--- config.mk ---
export PLATFORM = sky130hd
export DESIGN_NAME = dgr_global_ctrl
export DESIGN_NICKNAME = d
export VERILOG_FILES = /design/src/inc/dgr_pkg.sv /design/src/core/dgr_global_ctrl.sv /design/src/core/dgr_pin_sync.sv
export VERILOG_INCLUDE_DIRS = /design/src /design/src/inc
export SDC_FILE = /design/constraint.sdc
export NUM_CORES = 1
export LEC_CHECK = 0
export ABC_AREA = 1
export BUFFER_PORTS_ARGS = -buffer_cell sky130_fd_sc_hd__buf_2
export CAP_MARGIN = 5
export CORE_AREA = 8 8 80 82
export CTS_BUF_LIST = sky130_fd_sc_hd__clkbuf_16
export CTS_CLUSTER_DIAMETER = 80
export DETAILED_ROUTE_END_ITERATION = 12
export DIE_AREA = 0 0 88 90
export PLACE_DENSITY = 0.73
export SLEW_MARGIN = 15
export SYNTH_ARGS = -nofsm -noshare
export SYNTH_HDL_FRONTEND = slang
export SYNTH_SLANG_ARGS = --single-unit
--- constraint.sdc ---
create_clock -name pclk -period 1.1 [get_ports pclk]
set_input_delay 0.275 -clock pclk [delete_from_list [all_inputs] [get_ports pclk]]
set_output_delay 0.275 -clock pclk [all_outputs]
set_load 0.1 [all_outputs]
--- src/inc/dgr_params.svh ---
`ifndef DGR_PARAMS_SVH
`define DGR_PARAMS_SVH

// byte addresses on the apb bus
`define DGR_ADDR_W 12
`define DGR_OFF_GLOBAL_CONTROL 12'h000
`define DGR_OFF_GRAB_CONTROL 12'h030
`define DGR_OFF_STATUS 12'h080

// global_control fields
`define DGR_GC_RUN_BIT 7
`define DGR_GC_AUTOSTART_BIT 6
`define DGR_GC_ACTION_HI 5
`define DGR_GC_ACTION_LO 3
`define DGR_GC_SYNC_DIS_BIT 2
`define DGR_GC_VSTD_HI 1
`define DGR_GC_VSTD_LO 0
`define DGR_GC_RESET 8'h00

// grab_control_reg fields; bit 7 reads as zero
`define DGR_GR_LINE_EXT_BIT 4
`define DGR_GR_PIXEL_EXT_BIT 0
`define DGR_GR_WMASK 8'h7F
`define DGR_GR_RESET 8'h00

// pin synchroniser reset value, {reset pin, set pin}
`define DGR_PINS_RESET 2'h1

`endif

--- src/inc/dgr_pkg.sv ---
`default_nettype none
package dgr_pkg;

	typedef enum logic [2:0] {
		DGR_ACT_RESET_ALL = 3'b000,
		DGR_ACT_BLUE_FLY = 3'b001,
		DGR_ACT_HOLD_LOCK = 3'b010,
		DGR_ACT_RESET_BLL = 3'b011,
		DGR_ACT_RESET_SM = 3'b100,
		DGR_ACT_BLUE_LOCK = 3'b101,
		DGR_ACT_GRAB = 3'b110,
		DGR_ACT_TOGGLE = 3'b111
	} dgr_action_e;

	typedef enum logic {
		DGR_TOG_NORMAL = 1'b0,
		DGR_TOG_HELD = 1'b1
	} dgr_tog_e;

	typedef struct packed {
		logic rst_n;
		logic set_n;
	} dgr_pins_s;

	typedef struct packed {
		logic out_hiz;
		logic sm_reset;
		logic bll_reset;
		logic force_blue;
		logic force_colour;
		logic flywheel;
		logic lock_ext;
	} dgr_ctl_s;

endpackage

`default_nettype wire

--- src/core/dgr_global_ctrl.sv ---
// Operation
// - run bit low: reset, hold, outputs off
// - run bit high: machines run, outputs on
// - autostart set: written run bit ignored
// - autostart, reset pin low: run bit cleared
// - no autostart: stay stopped until run written
// - autostart: run as reset pin rises
// - action field picks set-pin effect
// - 000 all, 011 loop, 100 machines+loop reset
// - 001 blue or colour, flywheel machines
// - 010 outputs hi-z, lock to input
// - 101 blue output, lock to input
// - 110 set pulse triggers line/pixel grab
// - 111 each pulse toggles normal/010 behaviour
// - after reset first toggle enters 010
// - sync disable bit blanks decoded syncs
// - two-bit video standard select field
// - grab bits 4 and 0 enable grabs
`timescale 1ns/1ps
`default_nettype none
`include "dgr_params.svh"

module dgr_global_ctrl (
	input wire logic pclk,
	input wire logic presetn,
	input wire logic psel,
	input wire logic penable,
	input wire logic pwrite,
	input wire logic [`DGR_ADDR_W-1:0] paddr,
	input wire logic [31:0] pwdata,
	output logic [31:0] prdata,
	output logic pready,
	output logic pslverr,
	input wire logic rst_pin_n,
	input wire logic set_pin_n,
	input wire logic rgb_mode,
	input wire logic hsync_in,
	input wire logic vsync_in,
	output var dgr_pkg::dgr_ctl_s ctl,
	output logic decoded_hsync_out,
	output logic decoded_vsync_out,
	output logic [1:0] video_standard_select,
	output logic line_grab_pulse,
	output logic pixel_grab_pulse
);

	////////////////////////////////////////////////////////////////////////
	dgr_pkg::dgr_pins_s pins;
	dgr_pkg::dgr_pins_s pin_lvl;
	dgr_pkg::dgr_pins_s pin_fall;

	always_comb begin
		pins.rst_n = rst_pin_n;
		pins.set_n = set_pin_n;
	end

	dgr_pin_sync u_sync (
		.pclk(pclk),
		.presetn(presetn),
		.pins(pins),
		.lvl(pin_lvl),
		.fall(pin_fall)
	);

	////////////////////////////////////////////////////////////////////////
	logic soft_run_bit_reg;
	logic pin_reset_autostart_reg;
	dgr_pkg::dgr_action_e action_reg;
	logic sync_out_disable_reg;
	logic [7:0] grab_control_reg;
	dgr_pkg::dgr_tog_e tog_reg;
	dgr_pkg::dgr_tog_e tog_next;
	dgr_pkg::dgr_ctl_s ctl_next;
	logic [31:0] rdata_next;
	logic addr_ok;
	logic apb_wr;
	logic wr_gc;
	logic wr_gr;
	logic set_low;
	logic set_edge;

	function automatic logic is_act(input dgr_pkg::dgr_action_e a, input dgr_pkg::dgr_action_e c);
		is_act = (a == c);
	endfunction

	always_comb begin
		addr_ok = (paddr == `DGR_OFF_GLOBAL_CONTROL) || (paddr == `DGR_OFF_GRAB_CONTROL)
			|| (paddr == `DGR_OFF_STATUS);
		apb_wr = psel && penable && pready && pwrite && !pslverr;
		wr_gc = apb_wr && (paddr == `DGR_OFF_GLOBAL_CONTROL);
		wr_gr = apb_wr && (paddr == `DGR_OFF_GRAB_CONTROL);
		set_low = !pin_lvl.set_n && soft_run_bit_reg;
		set_edge = pin_fall.set_n && soft_run_bit_reg;
	end

	////////////////////////////////////////////////////////////////////////
	// apb: answer loaded in setup, one access cycle, no wait states
	always_comb begin
		rdata_next = 32'h0;
		case (paddr)
			`DGR_OFF_GLOBAL_CONTROL: begin
				rdata_next[7:0] = {soft_run_bit_reg, pin_reset_autostart_reg, action_reg,
					sync_out_disable_reg, video_standard_select};
			end
			`DGR_OFF_GRAB_CONTROL: begin
				rdata_next[7:0] = grab_control_reg;
			end
			`DGR_OFF_STATUS: begin
				rdata_next[3:0] = {tog_reg == dgr_pkg::DGR_TOG_HELD, !pin_lvl.set_n,
					!pin_lvl.rst_n, soft_run_bit_reg};
			end
			default: begin
				rdata_next = 32'h0;
			end
		endcase
	end

	always_ff @(posedge pclk or negedge presetn) begin
		if (!presetn) begin
			pready <= 1'b0;
			pslverr <= 1'b0;
			prdata <= 32'h0;
		end else begin
			pready <= psel && !penable;
			pslverr <= psel && !penable && !addr_ok;
			if (psel && !penable) begin
				prdata <= rdata_next;
			end
		end
	end

	////////////////////////////////////////////////////////////////////////
	// run bit: pin low always clears it; autostart overrides software
	always_ff @(posedge pclk or negedge presetn) begin
		if (!presetn) begin
			soft_run_bit_reg <= 1'(`DGR_GC_RESET >> `DGR_GC_RUN_BIT);
		end else if (!pin_lvl.rst_n) begin
			soft_run_bit_reg <= 1'b0;
		end else if (pin_reset_autostart_reg) begin
			soft_run_bit_reg <= 1'b1;
		end else if (wr_gc) begin
			soft_run_bit_reg <= pwdata[`DGR_GC_RUN_BIT];
		end
	end

	always_ff @(posedge pclk or negedge presetn) begin
		if (!presetn) begin
			pin_reset_autostart_reg <= 1'b0;
			action_reg <= dgr_pkg::DGR_ACT_RESET_ALL;
			sync_out_disable_reg <= 1'b0;
			video_standard_select <= 2'h0;
		end else if (wr_gc) begin
			pin_reset_autostart_reg <= pwdata[`DGR_GC_AUTOSTART_BIT];
			action_reg <= dgr_pkg::dgr_action_e'(pwdata[`DGR_GC_ACTION_HI:`DGR_GC_ACTION_LO]);
			sync_out_disable_reg <= pwdata[`DGR_GC_SYNC_DIS_BIT];
			// code 01 is stored as written; the host must avoid it
			video_standard_select <= pwdata[`DGR_GC_VSTD_HI:`DGR_GC_VSTD_LO];
		end
	end

	always_ff @(posedge pclk or negedge presetn) begin
		if (!presetn) begin
			grab_control_reg <= `DGR_GR_RESET;
		end else if (wr_gr) begin
			grab_control_reg <= pwdata[7:0] & `DGR_GR_WMASK;
		end
	end

	////////////////////////////////////////////////////////////////////////
	// toggle state; any stop returns it to normal so next pulse holds
	always_comb begin
		tog_next = tog_reg;
		case (tog_reg)
			dgr_pkg::DGR_TOG_NORMAL: begin
				if (set_edge && is_act(action_reg, dgr_pkg::DGR_ACT_TOGGLE)) begin
					tog_next = dgr_pkg::DGR_TOG_HELD;
				end
			end
			dgr_pkg::DGR_TOG_HELD: begin
				if (set_edge && is_act(action_reg, dgr_pkg::DGR_ACT_TOGGLE)) begin
					tog_next = dgr_pkg::DGR_TOG_NORMAL;
				end
			end
			default: begin
				tog_next = dgr_pkg::DGR_TOG_NORMAL;
			end
		endcase
		if (!soft_run_bit_reg || !is_act(action_reg, dgr_pkg::DGR_ACT_TOGGLE)) begin
			tog_next = dgr_pkg::DGR_TOG_NORMAL;
		end
	end

	always_ff @(posedge pclk or negedge presetn) begin
		if (!presetn) begin
			tog_reg <= dgr_pkg::DGR_TOG_NORMAL;
		end else begin
			tog_reg <= tog_next;
		end
	end

	////////////////////////////////////////////////////////////////////////
	// level actions last while the synchronised set pin stays low
	always_comb begin
		logic a0;
		logic a1;
		logic a2;
		logic a3;
		logic a4;
		logic a5;
		logic tg;
		a0 = set_low && is_act(action_reg, dgr_pkg::DGR_ACT_RESET_ALL);
		a1 = set_low && is_act(action_reg, dgr_pkg::DGR_ACT_BLUE_FLY);
		a2 = set_low && is_act(action_reg, dgr_pkg::DGR_ACT_HOLD_LOCK);
		a3 = set_low && is_act(action_reg, dgr_pkg::DGR_ACT_RESET_BLL);
		a4 = set_low && is_act(action_reg, dgr_pkg::DGR_ACT_RESET_SM);
		a5 = set_low && is_act(action_reg, dgr_pkg::DGR_ACT_BLUE_LOCK);
		tg = (tog_reg == dgr_pkg::DGR_TOG_HELD);
		ctl_next.out_hiz = !soft_run_bit_reg || a0 || a2 || tg;
		ctl_next.sm_reset = !soft_run_bit_reg || a0 || a4;
		ctl_next.bll_reset = !soft_run_bit_reg || a0 || a3 || a4;
		ctl_next.force_blue = (a1 && rgb_mode) || a5;
		ctl_next.force_colour = a1 && !rgb_mode;
		ctl_next.flywheel = a1;
		ctl_next.lock_ext = a2 || a5 || tg;
	end

	always_ff @(posedge pclk or negedge presetn) begin
		if (!presetn) begin
			ctl <= 7'h7F;
		end else begin
			ctl <= ctl_next;
		end
	end

	// grabs fire once per falling edge, gated by the grab enables
	always_ff @(posedge pclk or negedge presetn) begin
		if (!presetn) begin
			line_grab_pulse <= 1'b0;
			pixel_grab_pulse <= 1'b0;
		end else begin
			line_grab_pulse <= set_edge && is_act(action_reg, dgr_pkg::DGR_ACT_GRAB)
				&& grab_control_reg[`DGR_GR_LINE_EXT_BIT];
			pixel_grab_pulse <= set_edge && is_act(action_reg, dgr_pkg::DGR_ACT_GRAB)
				&& grab_control_reg[`DGR_GR_PIXEL_EXT_BIT];
		end
	end

	// syncs also drop while outputs are off, so no stray edges leave
	always_ff @(posedge pclk or negedge presetn) begin
		if (!presetn) begin
			decoded_hsync_out <= 1'b0;
			decoded_vsync_out <= 1'b0;
		end else begin
			decoded_hsync_out <= hsync_in && !sync_out_disable_reg && !ctl_next.out_hiz;
			decoded_vsync_out <= vsync_in && !sync_out_disable_reg && !ctl_next.out_hiz;
		end
	end

	////////////////////////////////////////////////////////////////////////
	property p_stop_holds;
		@(posedge pclk) disable iff (!presetn)
		!soft_run_bit_reg |=> ctl.sm_reset && ctl.out_hiz && ctl.bll_reset;
	endproperty
	a_stop_holds: assert property (p_stop_holds) else $error("stopped but not held");

	property p_run_frees;
		@(posedge pclk) disable iff (!presetn)
		soft_run_bit_reg && pin_lvl.set_n && tog_reg == dgr_pkg::DGR_TOG_NORMAL
			|=> !ctl.sm_reset && !ctl.out_hiz;
	endproperty
	a_run_frees: assert property (p_run_frees) else $error("running but held");

	property p_auto_ignores;
		@(posedge pclk) disable iff (!presetn)
		wr_gc && pin_reset_autostart_reg && !pwdata[`DGR_GC_RUN_BIT]
			|=> soft_run_bit_reg == $past(pin_lvl.rst_n);
	endproperty
	a_auto_ignores: assert property (p_auto_ignores) else $error("run write obeyed");

	property p_pin_clears;
		@(posedge pclk) disable iff (!presetn)
		!pin_lvl.rst_n |=> !soft_run_bit_reg ##1 ctl.sm_reset;
	endproperty
	a_pin_clears: assert property (p_pin_clears) else $error("pin reset missed");

	property p_wait_write;
		@(posedge pclk) disable iff (!presetn)
		!soft_run_bit_reg && !pin_reset_autostart_reg && !wr_gc |=> !soft_run_bit_reg;
	endproperty
	a_wait_write: assert property (p_wait_write) else $error("started unasked");

	property p_auto_start;
		@(posedge pclk) disable iff (!presetn)
		pin_reset_autostart_reg && pin_lvl.rst_n && !$past(pin_lvl.rst_n) |=> soft_run_bit_reg;
	endproperty
	a_auto_start: assert property (p_auto_start) else $error("autostart late");

	property p_reset_all;
		@(posedge pclk) disable iff (!presetn)
		set_low && action_reg == dgr_pkg::DGR_ACT_RESET_ALL
			|=> ctl.out_hiz && ctl.sm_reset && ctl.bll_reset;
	endproperty
	a_reset_all: assert property (p_reset_all) else $error("action 000 missing");

	property p_grab;
		@(posedge pclk) disable iff (!presetn)
		set_edge && action_reg == dgr_pkg::DGR_ACT_GRAB
			|=> line_grab_pulse == $past(grab_control_reg[`DGR_GR_LINE_EXT_BIT]) ##1 !line_grab_pulse;
	endproperty
	a_grab: assert property (p_grab) else $error("grab pulse wrong");

	property p_toggle;
		@(posedge pclk) disable iff (!presetn)
		set_edge && action_reg == dgr_pkg::DGR_ACT_TOGGLE && $stable(action_reg)
			|=> tog_reg != $past(tog_reg) ##1 ctl.lock_ext == ($past(tog_reg) == dgr_pkg::DGR_TOG_HELD);
	endproperty
	a_toggle: assert property (p_toggle) else $error("toggle missed");

	property p_sync_off;
		@(posedge pclk) disable iff (!presetn)
		sync_out_disable_reg |=> !decoded_hsync_out && !decoded_vsync_out;
	endproperty
	a_sync_off: assert property (p_sync_off) else $error("sync not blanked");

endmodule

`default_nettype wire

--- src/core/dgr_pin_sync.sv ---
`timescale 1ns/1ps
`default_nettype none
`include "dgr_params.svh"

module dgr_pin_sync (
	input wire logic pclk,
	input wire logic presetn,
	input wire dgr_pkg::dgr_pins_s pins,
	output var dgr_pkg::dgr_pins_s lvl,
	output var dgr_pkg::dgr_pins_s fall
);

	dgr_pkg::dgr_pins_s meta_reg;
	dgr_pkg::dgr_pins_s prev_reg;

	// first stage feeds only the second; edges are taken after it
	always_ff @(posedge pclk or negedge presetn) begin
		if (!presetn) begin
			meta_reg <= `DGR_PINS_RESET;
			lvl <= `DGR_PINS_RESET;
		end else begin
			meta_reg <= pins;
			lvl <= meta_reg;
		end
	end

	always_ff @(posedge pclk or negedge presetn) begin
		if (!presetn) begin
			prev_reg <= `DGR_PINS_RESET;
		end else begin
			prev_reg <= lvl;
		end
	end

	// high-to-low detect on the clean stage
	always_comb begin
		fall = prev_reg & ~lvl;
	end

endmodule

`default_nettype wire

== Yosys cells after proc, flatten, opt, wreduce, memory -nomap -nowiden ==
Index checks and enable logic that the tools add are counted.
W data, S select, Z words.

* Mux-type cells: 9
* Eq/ne operators: 10
* Bitwise logic cells: 3
* Reduce and logical (&&, ||, !) cells: 50

{| class="wikitable"
|+ Operators with widths
! kind !! count
|-
| $logic_and A1 B1 Y1 || 26
|-
| $eq A12 B6 Y1 const B || 1
|-
| $eq A12 B8 Y1 const B || 1
|-
| $eq A3 B3 Y1 const B || 4
|-
| $logic_not A12 Y1 || 1
|-
| $logic_or A1 B1 Y1 || 12
|-
| $pmux W4 S3 || 1
|-
| $logic_not A1 Y1 || 10
|-
| $pmux W4 S2 || 1
|-
| $eq A3 B2 Y1 const B || 2
|-
| $mux W1 || 6
|-
| $eq A3 B1 Y1 const B || 1
|-
| $logic_not A3 Y1 || 1
|-
| $ne A3 B3 Y1 const B || 1
|-
| $not A1 Y1 || 2
|-
| $pmux W1 S2 || 1
|-
| $and A1 B1 Y1 || 1
|}

* Input port bits: 54
* Logic and storage cells: 98
* Output and inout port bits: 47
* Register bits after elaboration: 42

== Logic depth before layout (Yosys ltp) ==
* Depth after elaboration: 8
* Depth in mapped cells: 8
* Gate-level depth less buffers: 8

== Modules after synthesis ==
A second synthesis with hierarchy kept.

* Cells, all modules: 232
* Area total of the unflattened synthesis: 2094.5 um^2

{| class="wikitable"
|+ Modules (own cells, without submodules)
! module !! sequential area each (um^2) !! instances !! area an instance (um^2) !! cells each
|-
| dgr_global_ctrl || 934.6 || 1 || 1920.6 || 222
|-
| dgr_pin_sync || 153.9 || 1 || 173.9 || 10
|}

== Worst setup path before layout ==
Ideal clock, no wire load.

* Path type: register to register
* Start: register pready
* End: register video_standard_select[0]
* Clock period less this slack: 1810 ps
* Slack: -710 ps
* Stages on the path, launching flop included: 7
* Buffers on the path: 1
* Data required time: 977 ps
* Setup time: 123 ps
* Arrival time: 1687 ps
* Cells stage by stage: dfrtp_1 > nand2_1 > nor2_2 > nand3_4 > buf_6 > nand2_1 > o21ai_2

* Word-level cells in the longest chain between the ends: 4

{| class="wikitable"
|+ Ends and longest elaborated chain
! item !! line !! source
|-
| start, declared || dgr_global_ctrl.sv:32 || <nowiki>output logic pready,</nowiki>
|-
| start signal, assigned || dgr_global_ctrl.sv:124 || <nowiki>pready <= psel && !penable;</nowiki>
|-
| $logic_and A1 B1 Y1 (3 in series) || dgr_global_ctrl.sv:89 || <nowiki>apb_wr = psel && penable && pready && pwrite && !pslverr;</nowiki>
|-
| $logic_and A1 B1 Y1 || dgr_global_ctrl.sv:90 || <nowiki>wr_gc = apb_wr && (paddr == `DGR_OFF_GLOBAL_CONTROL);</nowiki>
|-
| end signal, assigned || dgr_global_ctrl.sv:157 || <nowiki>video_standard_select <= pwdata[`DGR_GC_VSTD_HI:`DGR_GC_VSTD_LO];</nowiki>
|-
| end, declared || dgr_global_ctrl.sv:42 || <nowiki>output logic [1:0] video_standard_select,</nowiki>
|}

No other way between the ends.
A chain may end at the register's enable or synchronous reset.

== Worst setup path after layout ==
* Start: register pready
* End: output pready

No word-level cell between the ends.

==> results.tsv <==
stage	metric	value	unit
outcome	run_status	finished, violations left	
outcome	violations	negative setup slack	
global_routing	grt_pass1_wl	8445	µm
worst_hold_path	worstHoldPathType	input port to register	
timing	timing.final.crit_share	119.5	%
logic_synthesis	syn-instance-count	229	
timing	rsz0062_at_grt	yes	
finish	final_nets	374	
logic_synthesis	synthTopCellsByArea	dfrtp_1, dfstp_2, buf_4	
logic_synthesis	synthMostInstantiatedCell	nand2_1	
route	via_per_inst	4.461	
logic_synthesis	ys_ff_latch	42	
logic_synthesis	post_synth_xor_area_fraction	0	%
power_and_ir_drop	p_int	2.554	mW
placed_design	port_buffers	52	
worst_setup_path	crit_path_end_kind	output port	
power_and_ir_drop	power-per-cell-area	1127	mW/mm²
worst_setup_path	crit_chain	buf_6 -> buf_12	
worst_setup_path	crit_arrival	1.04	ns
job	cap_violations	0	
timing	setup_ws	-0.2146	ns
timing	hold_ws	0.08797	ns
timing	final.setup_skew	0.002909	ns
timing	post-route-min-period	1.315	ns
global_routing	number_of_global_route_vias_before_repair	1853	
floorplan	top_level_ports	101	
clocking	cts_clock_pin_slew_for_the_worst_setup_and_hold_paths	0.06	ns
worst_setup_path	cp.buffers_inverters	2	
worst_setup_path	worst_path_max_delay_cell	dfrtp_4	
clocking	cts_root_buf	clkbuf_16	
global_routing	total_congestion_overflow_after_global_routing	0	
logic_synthesis	muxShareOfSynthArea	0	%
floorplan	dieWidth	88	µm
global_routing	gr-usage-all-layers	13.29	%
placed_design	gpl.final_weighted_congestion	0.8302	
timing	final-hold-violation-count	0	
logic_synthesis	synth_top_area_share	38.83	%
route	drt_wl_total	5295	µm
clocking	source_to_sink_clock_delay_at_the_later_pin_of_the_worst_skew_pair	0.28	ns
finish	fillers	399	
worst_setup_path	startpoint_type_of_the_worst_setup_path	register	
clocking	clock_tree_from_tritoncts	done	
route	detail_route.wl_per_cell	13.47	µm
logic_synthesis	ys_dominant_reg_cell	dfrtp_1	
route	ant_nets	0	
placed_design	place_ws	-0.2735	ns
power_and_ir_drop	total_switching_power	1.160	mW
clocking	number_of_buffers_on_the_longest_clock_path	2	
finish	final_layout_size_suffix_gt1_share	55.45	%
logic_synthesis	syn-mean-instance-area	9.004	µm²
global_routing	grt_start_max_net_pins	22	
worst_setup_path	critPathMaxFanout	2	
logic_synthesis	synth_area_leader_cell	dfrtp_1	
logic_synthesis	synth_top_family_by_area	simple AND/OR/NAND/NOR gates	
worst_setup_path	critPathRequiredTime	0.82	ns
logic_synthesis	synth_simple_gate_area_share	24.15	%
power_and_ir_drop	power.sequential.fraction	43.1	%
power_and_ir_drop	total_leakage_power	1.594	nW
power_and_ir_drop	max-vdd-ir-drop	0.5876	mV
floorplan	chipHeight	90	µm
power_and_ir_drop	fin_total_pwr	3.714	mW
worst_setup_path	critical-path-top-delay-family	flip-flops	
power_and_ir_drop	share_clk_of_total_power	36.8	%
logic_synthesis	netlist_top_cells_count	nand2_1, dfrtp_1, inv_1, buf_4, nand3_1	
logic_synthesis	synth_compound_area_share	8.738	%
timing	timing.final.setup_violations	40	
timing	final_max_slew_viol_count	0	
floorplan	initial_core_util	39.38	%
clocking	numCtsBuffers	5	
worst_setup_path	setup.worst_path.class	register to output port	
placed_design	detailed_place_hpwl	3694	µm
logic_synthesis	synthDistinctLibCells	30	
floorplan	fp.coreArea	0.005236	mm²
floorplan	floorplan.rows	27	
logic_synthesis	yosys_warnings	0	
logic_synthesis	syn_area	0.002062	mm²
finish	area_growth_syn_to_layout	59.83	%
worst_setup_path	setup.reg_to_reg.worst_slack	-0.19	ns
route	initialDrtViolationCount	115	
logic_synthesis	yosys.area_share.adder	0	%
floorplan	die_ar	0.007920	mm²
route	vias	1753	
route	firstDrtPassIters	4	
clocking	cts.sinks	42	
clocking	cts_htree_levels	2	
power_and_ir_drop	power_switching_share	31.23	%
worst_setup_path	cpPeakStageDelay	0.48	ns
global_routing	antenna_found_initial	0	
power_and_ir_drop	power.combinational.fraction	20.1	%
timing	achievable-frequency	760.7	MHz
finish	largest_register_ff_count	8	
logic_synthesis	asyncSetResetFlopFracSynth	100.0	%
logic_synthesis	synth-edff-count	0	
route	drc_errors	0	
finish	diodes	0	
logic_synthesis	ys_seq_area_share	51.58	%
-- worst paths after layout --
kind,depth (start not counted),from,to
min in group asynchronous,2,presetn,decoded_vsync_out
max in group asynchronous,3,presetn,u_sync.prev_reg[0]
min reg2reg,0,u_sync.meta_reg[1],u_sync.lvl[1]
max reg2reg,7,pslverr,action_reg[1]
max,2,pready,pready
min,1,set_pin_n,u_sync.meta_reg[0]
-- metal layers --
metal,track usage (%),part of all wire [%]
met5,0,0
met4,6.600,2.4
met3,4.186,8.2
met2,23.10,52
met1,13.80,37
-- cell families (layout without fill, tap and decap cells) --
| group | Yosys count | in the layout |
|---|---|---|
| compound gates | 24 | 24 |
| flops | 42 | 42 |
| buf+inv | 56 | 124 |
| simple gates | 106 | 107 |
| other cells | 1 | 24 |
-- stage by stage --
step	area (µm²)	std cells	TNS (ns)	utilization, %
after floorplan	2197	252	-3.592	-
after detailed placement	2851	370	-5.590	54.46
after CTS	3191	390	-4.775	60.93
final	3296	393	-4.735	62.94
after global routing	3296	393	-6.382	62.94
after global placement	2851	370	-4.708	54.46
-- power by group through the flow --
stage,registers [mW],logic (mW),clock network (mW)
finish,1.60,0.748,1.37
global route,1.60,0.778,1.47
CTS,1.60,0.727,1.39
detailed placement,1.62,0.710,0
global placement,1.62,0.702,0
floorplan,1.71,0.489,0
-- timing repair --
item | in CTS | in global routing
pin swaps | 6 | 9
gates resized for setup | 25 | 25
setup buffers | 10 | 4
hold endpoints to repair | 2 | 0
hold buffers | 1 | 0
setup endpoints to repair | 44 | 55
cloned | 1 | 0
-- cell usage in the layout (no fill, tap or decap), drive strengths merged --
master / n
buf: 86
nand2: 51
dfrtp: 32
inv: 29
nor2: 26
nand3: 25
conb: 24
o21ai: 18
dfstp: 10
clkbuf: 5
a21oi: 2
clkinv: 2
nand4: 1
clkinvlp: 1
and2: 1
o211ai: 1
nor3: 1
nor4: 1
o311ai: 1
or2: 1
o21a: 1
o31ai: 1
dlygate4sd3: 1
-- final cells by class --
| class | count | area [µm²] | share of cell area [%] |
|---|---|---|---|
| clock inverter | 3 | 12.51 | 0.3797 |
| inverter | 29 | 112.6 | 3.417 |
| tap | 72 | 90.09 | 2.733 |
| sequential | 42 | 1090 | 33.07 |
| clock buffer | 5 | 125.1 | 3.797 |
| multi-input combinational | 155 | 935.9 | 28.40 |
| timing repair buffer | 87 | 929.6 | 28.21 |
(Power assumes the default switching activity.)
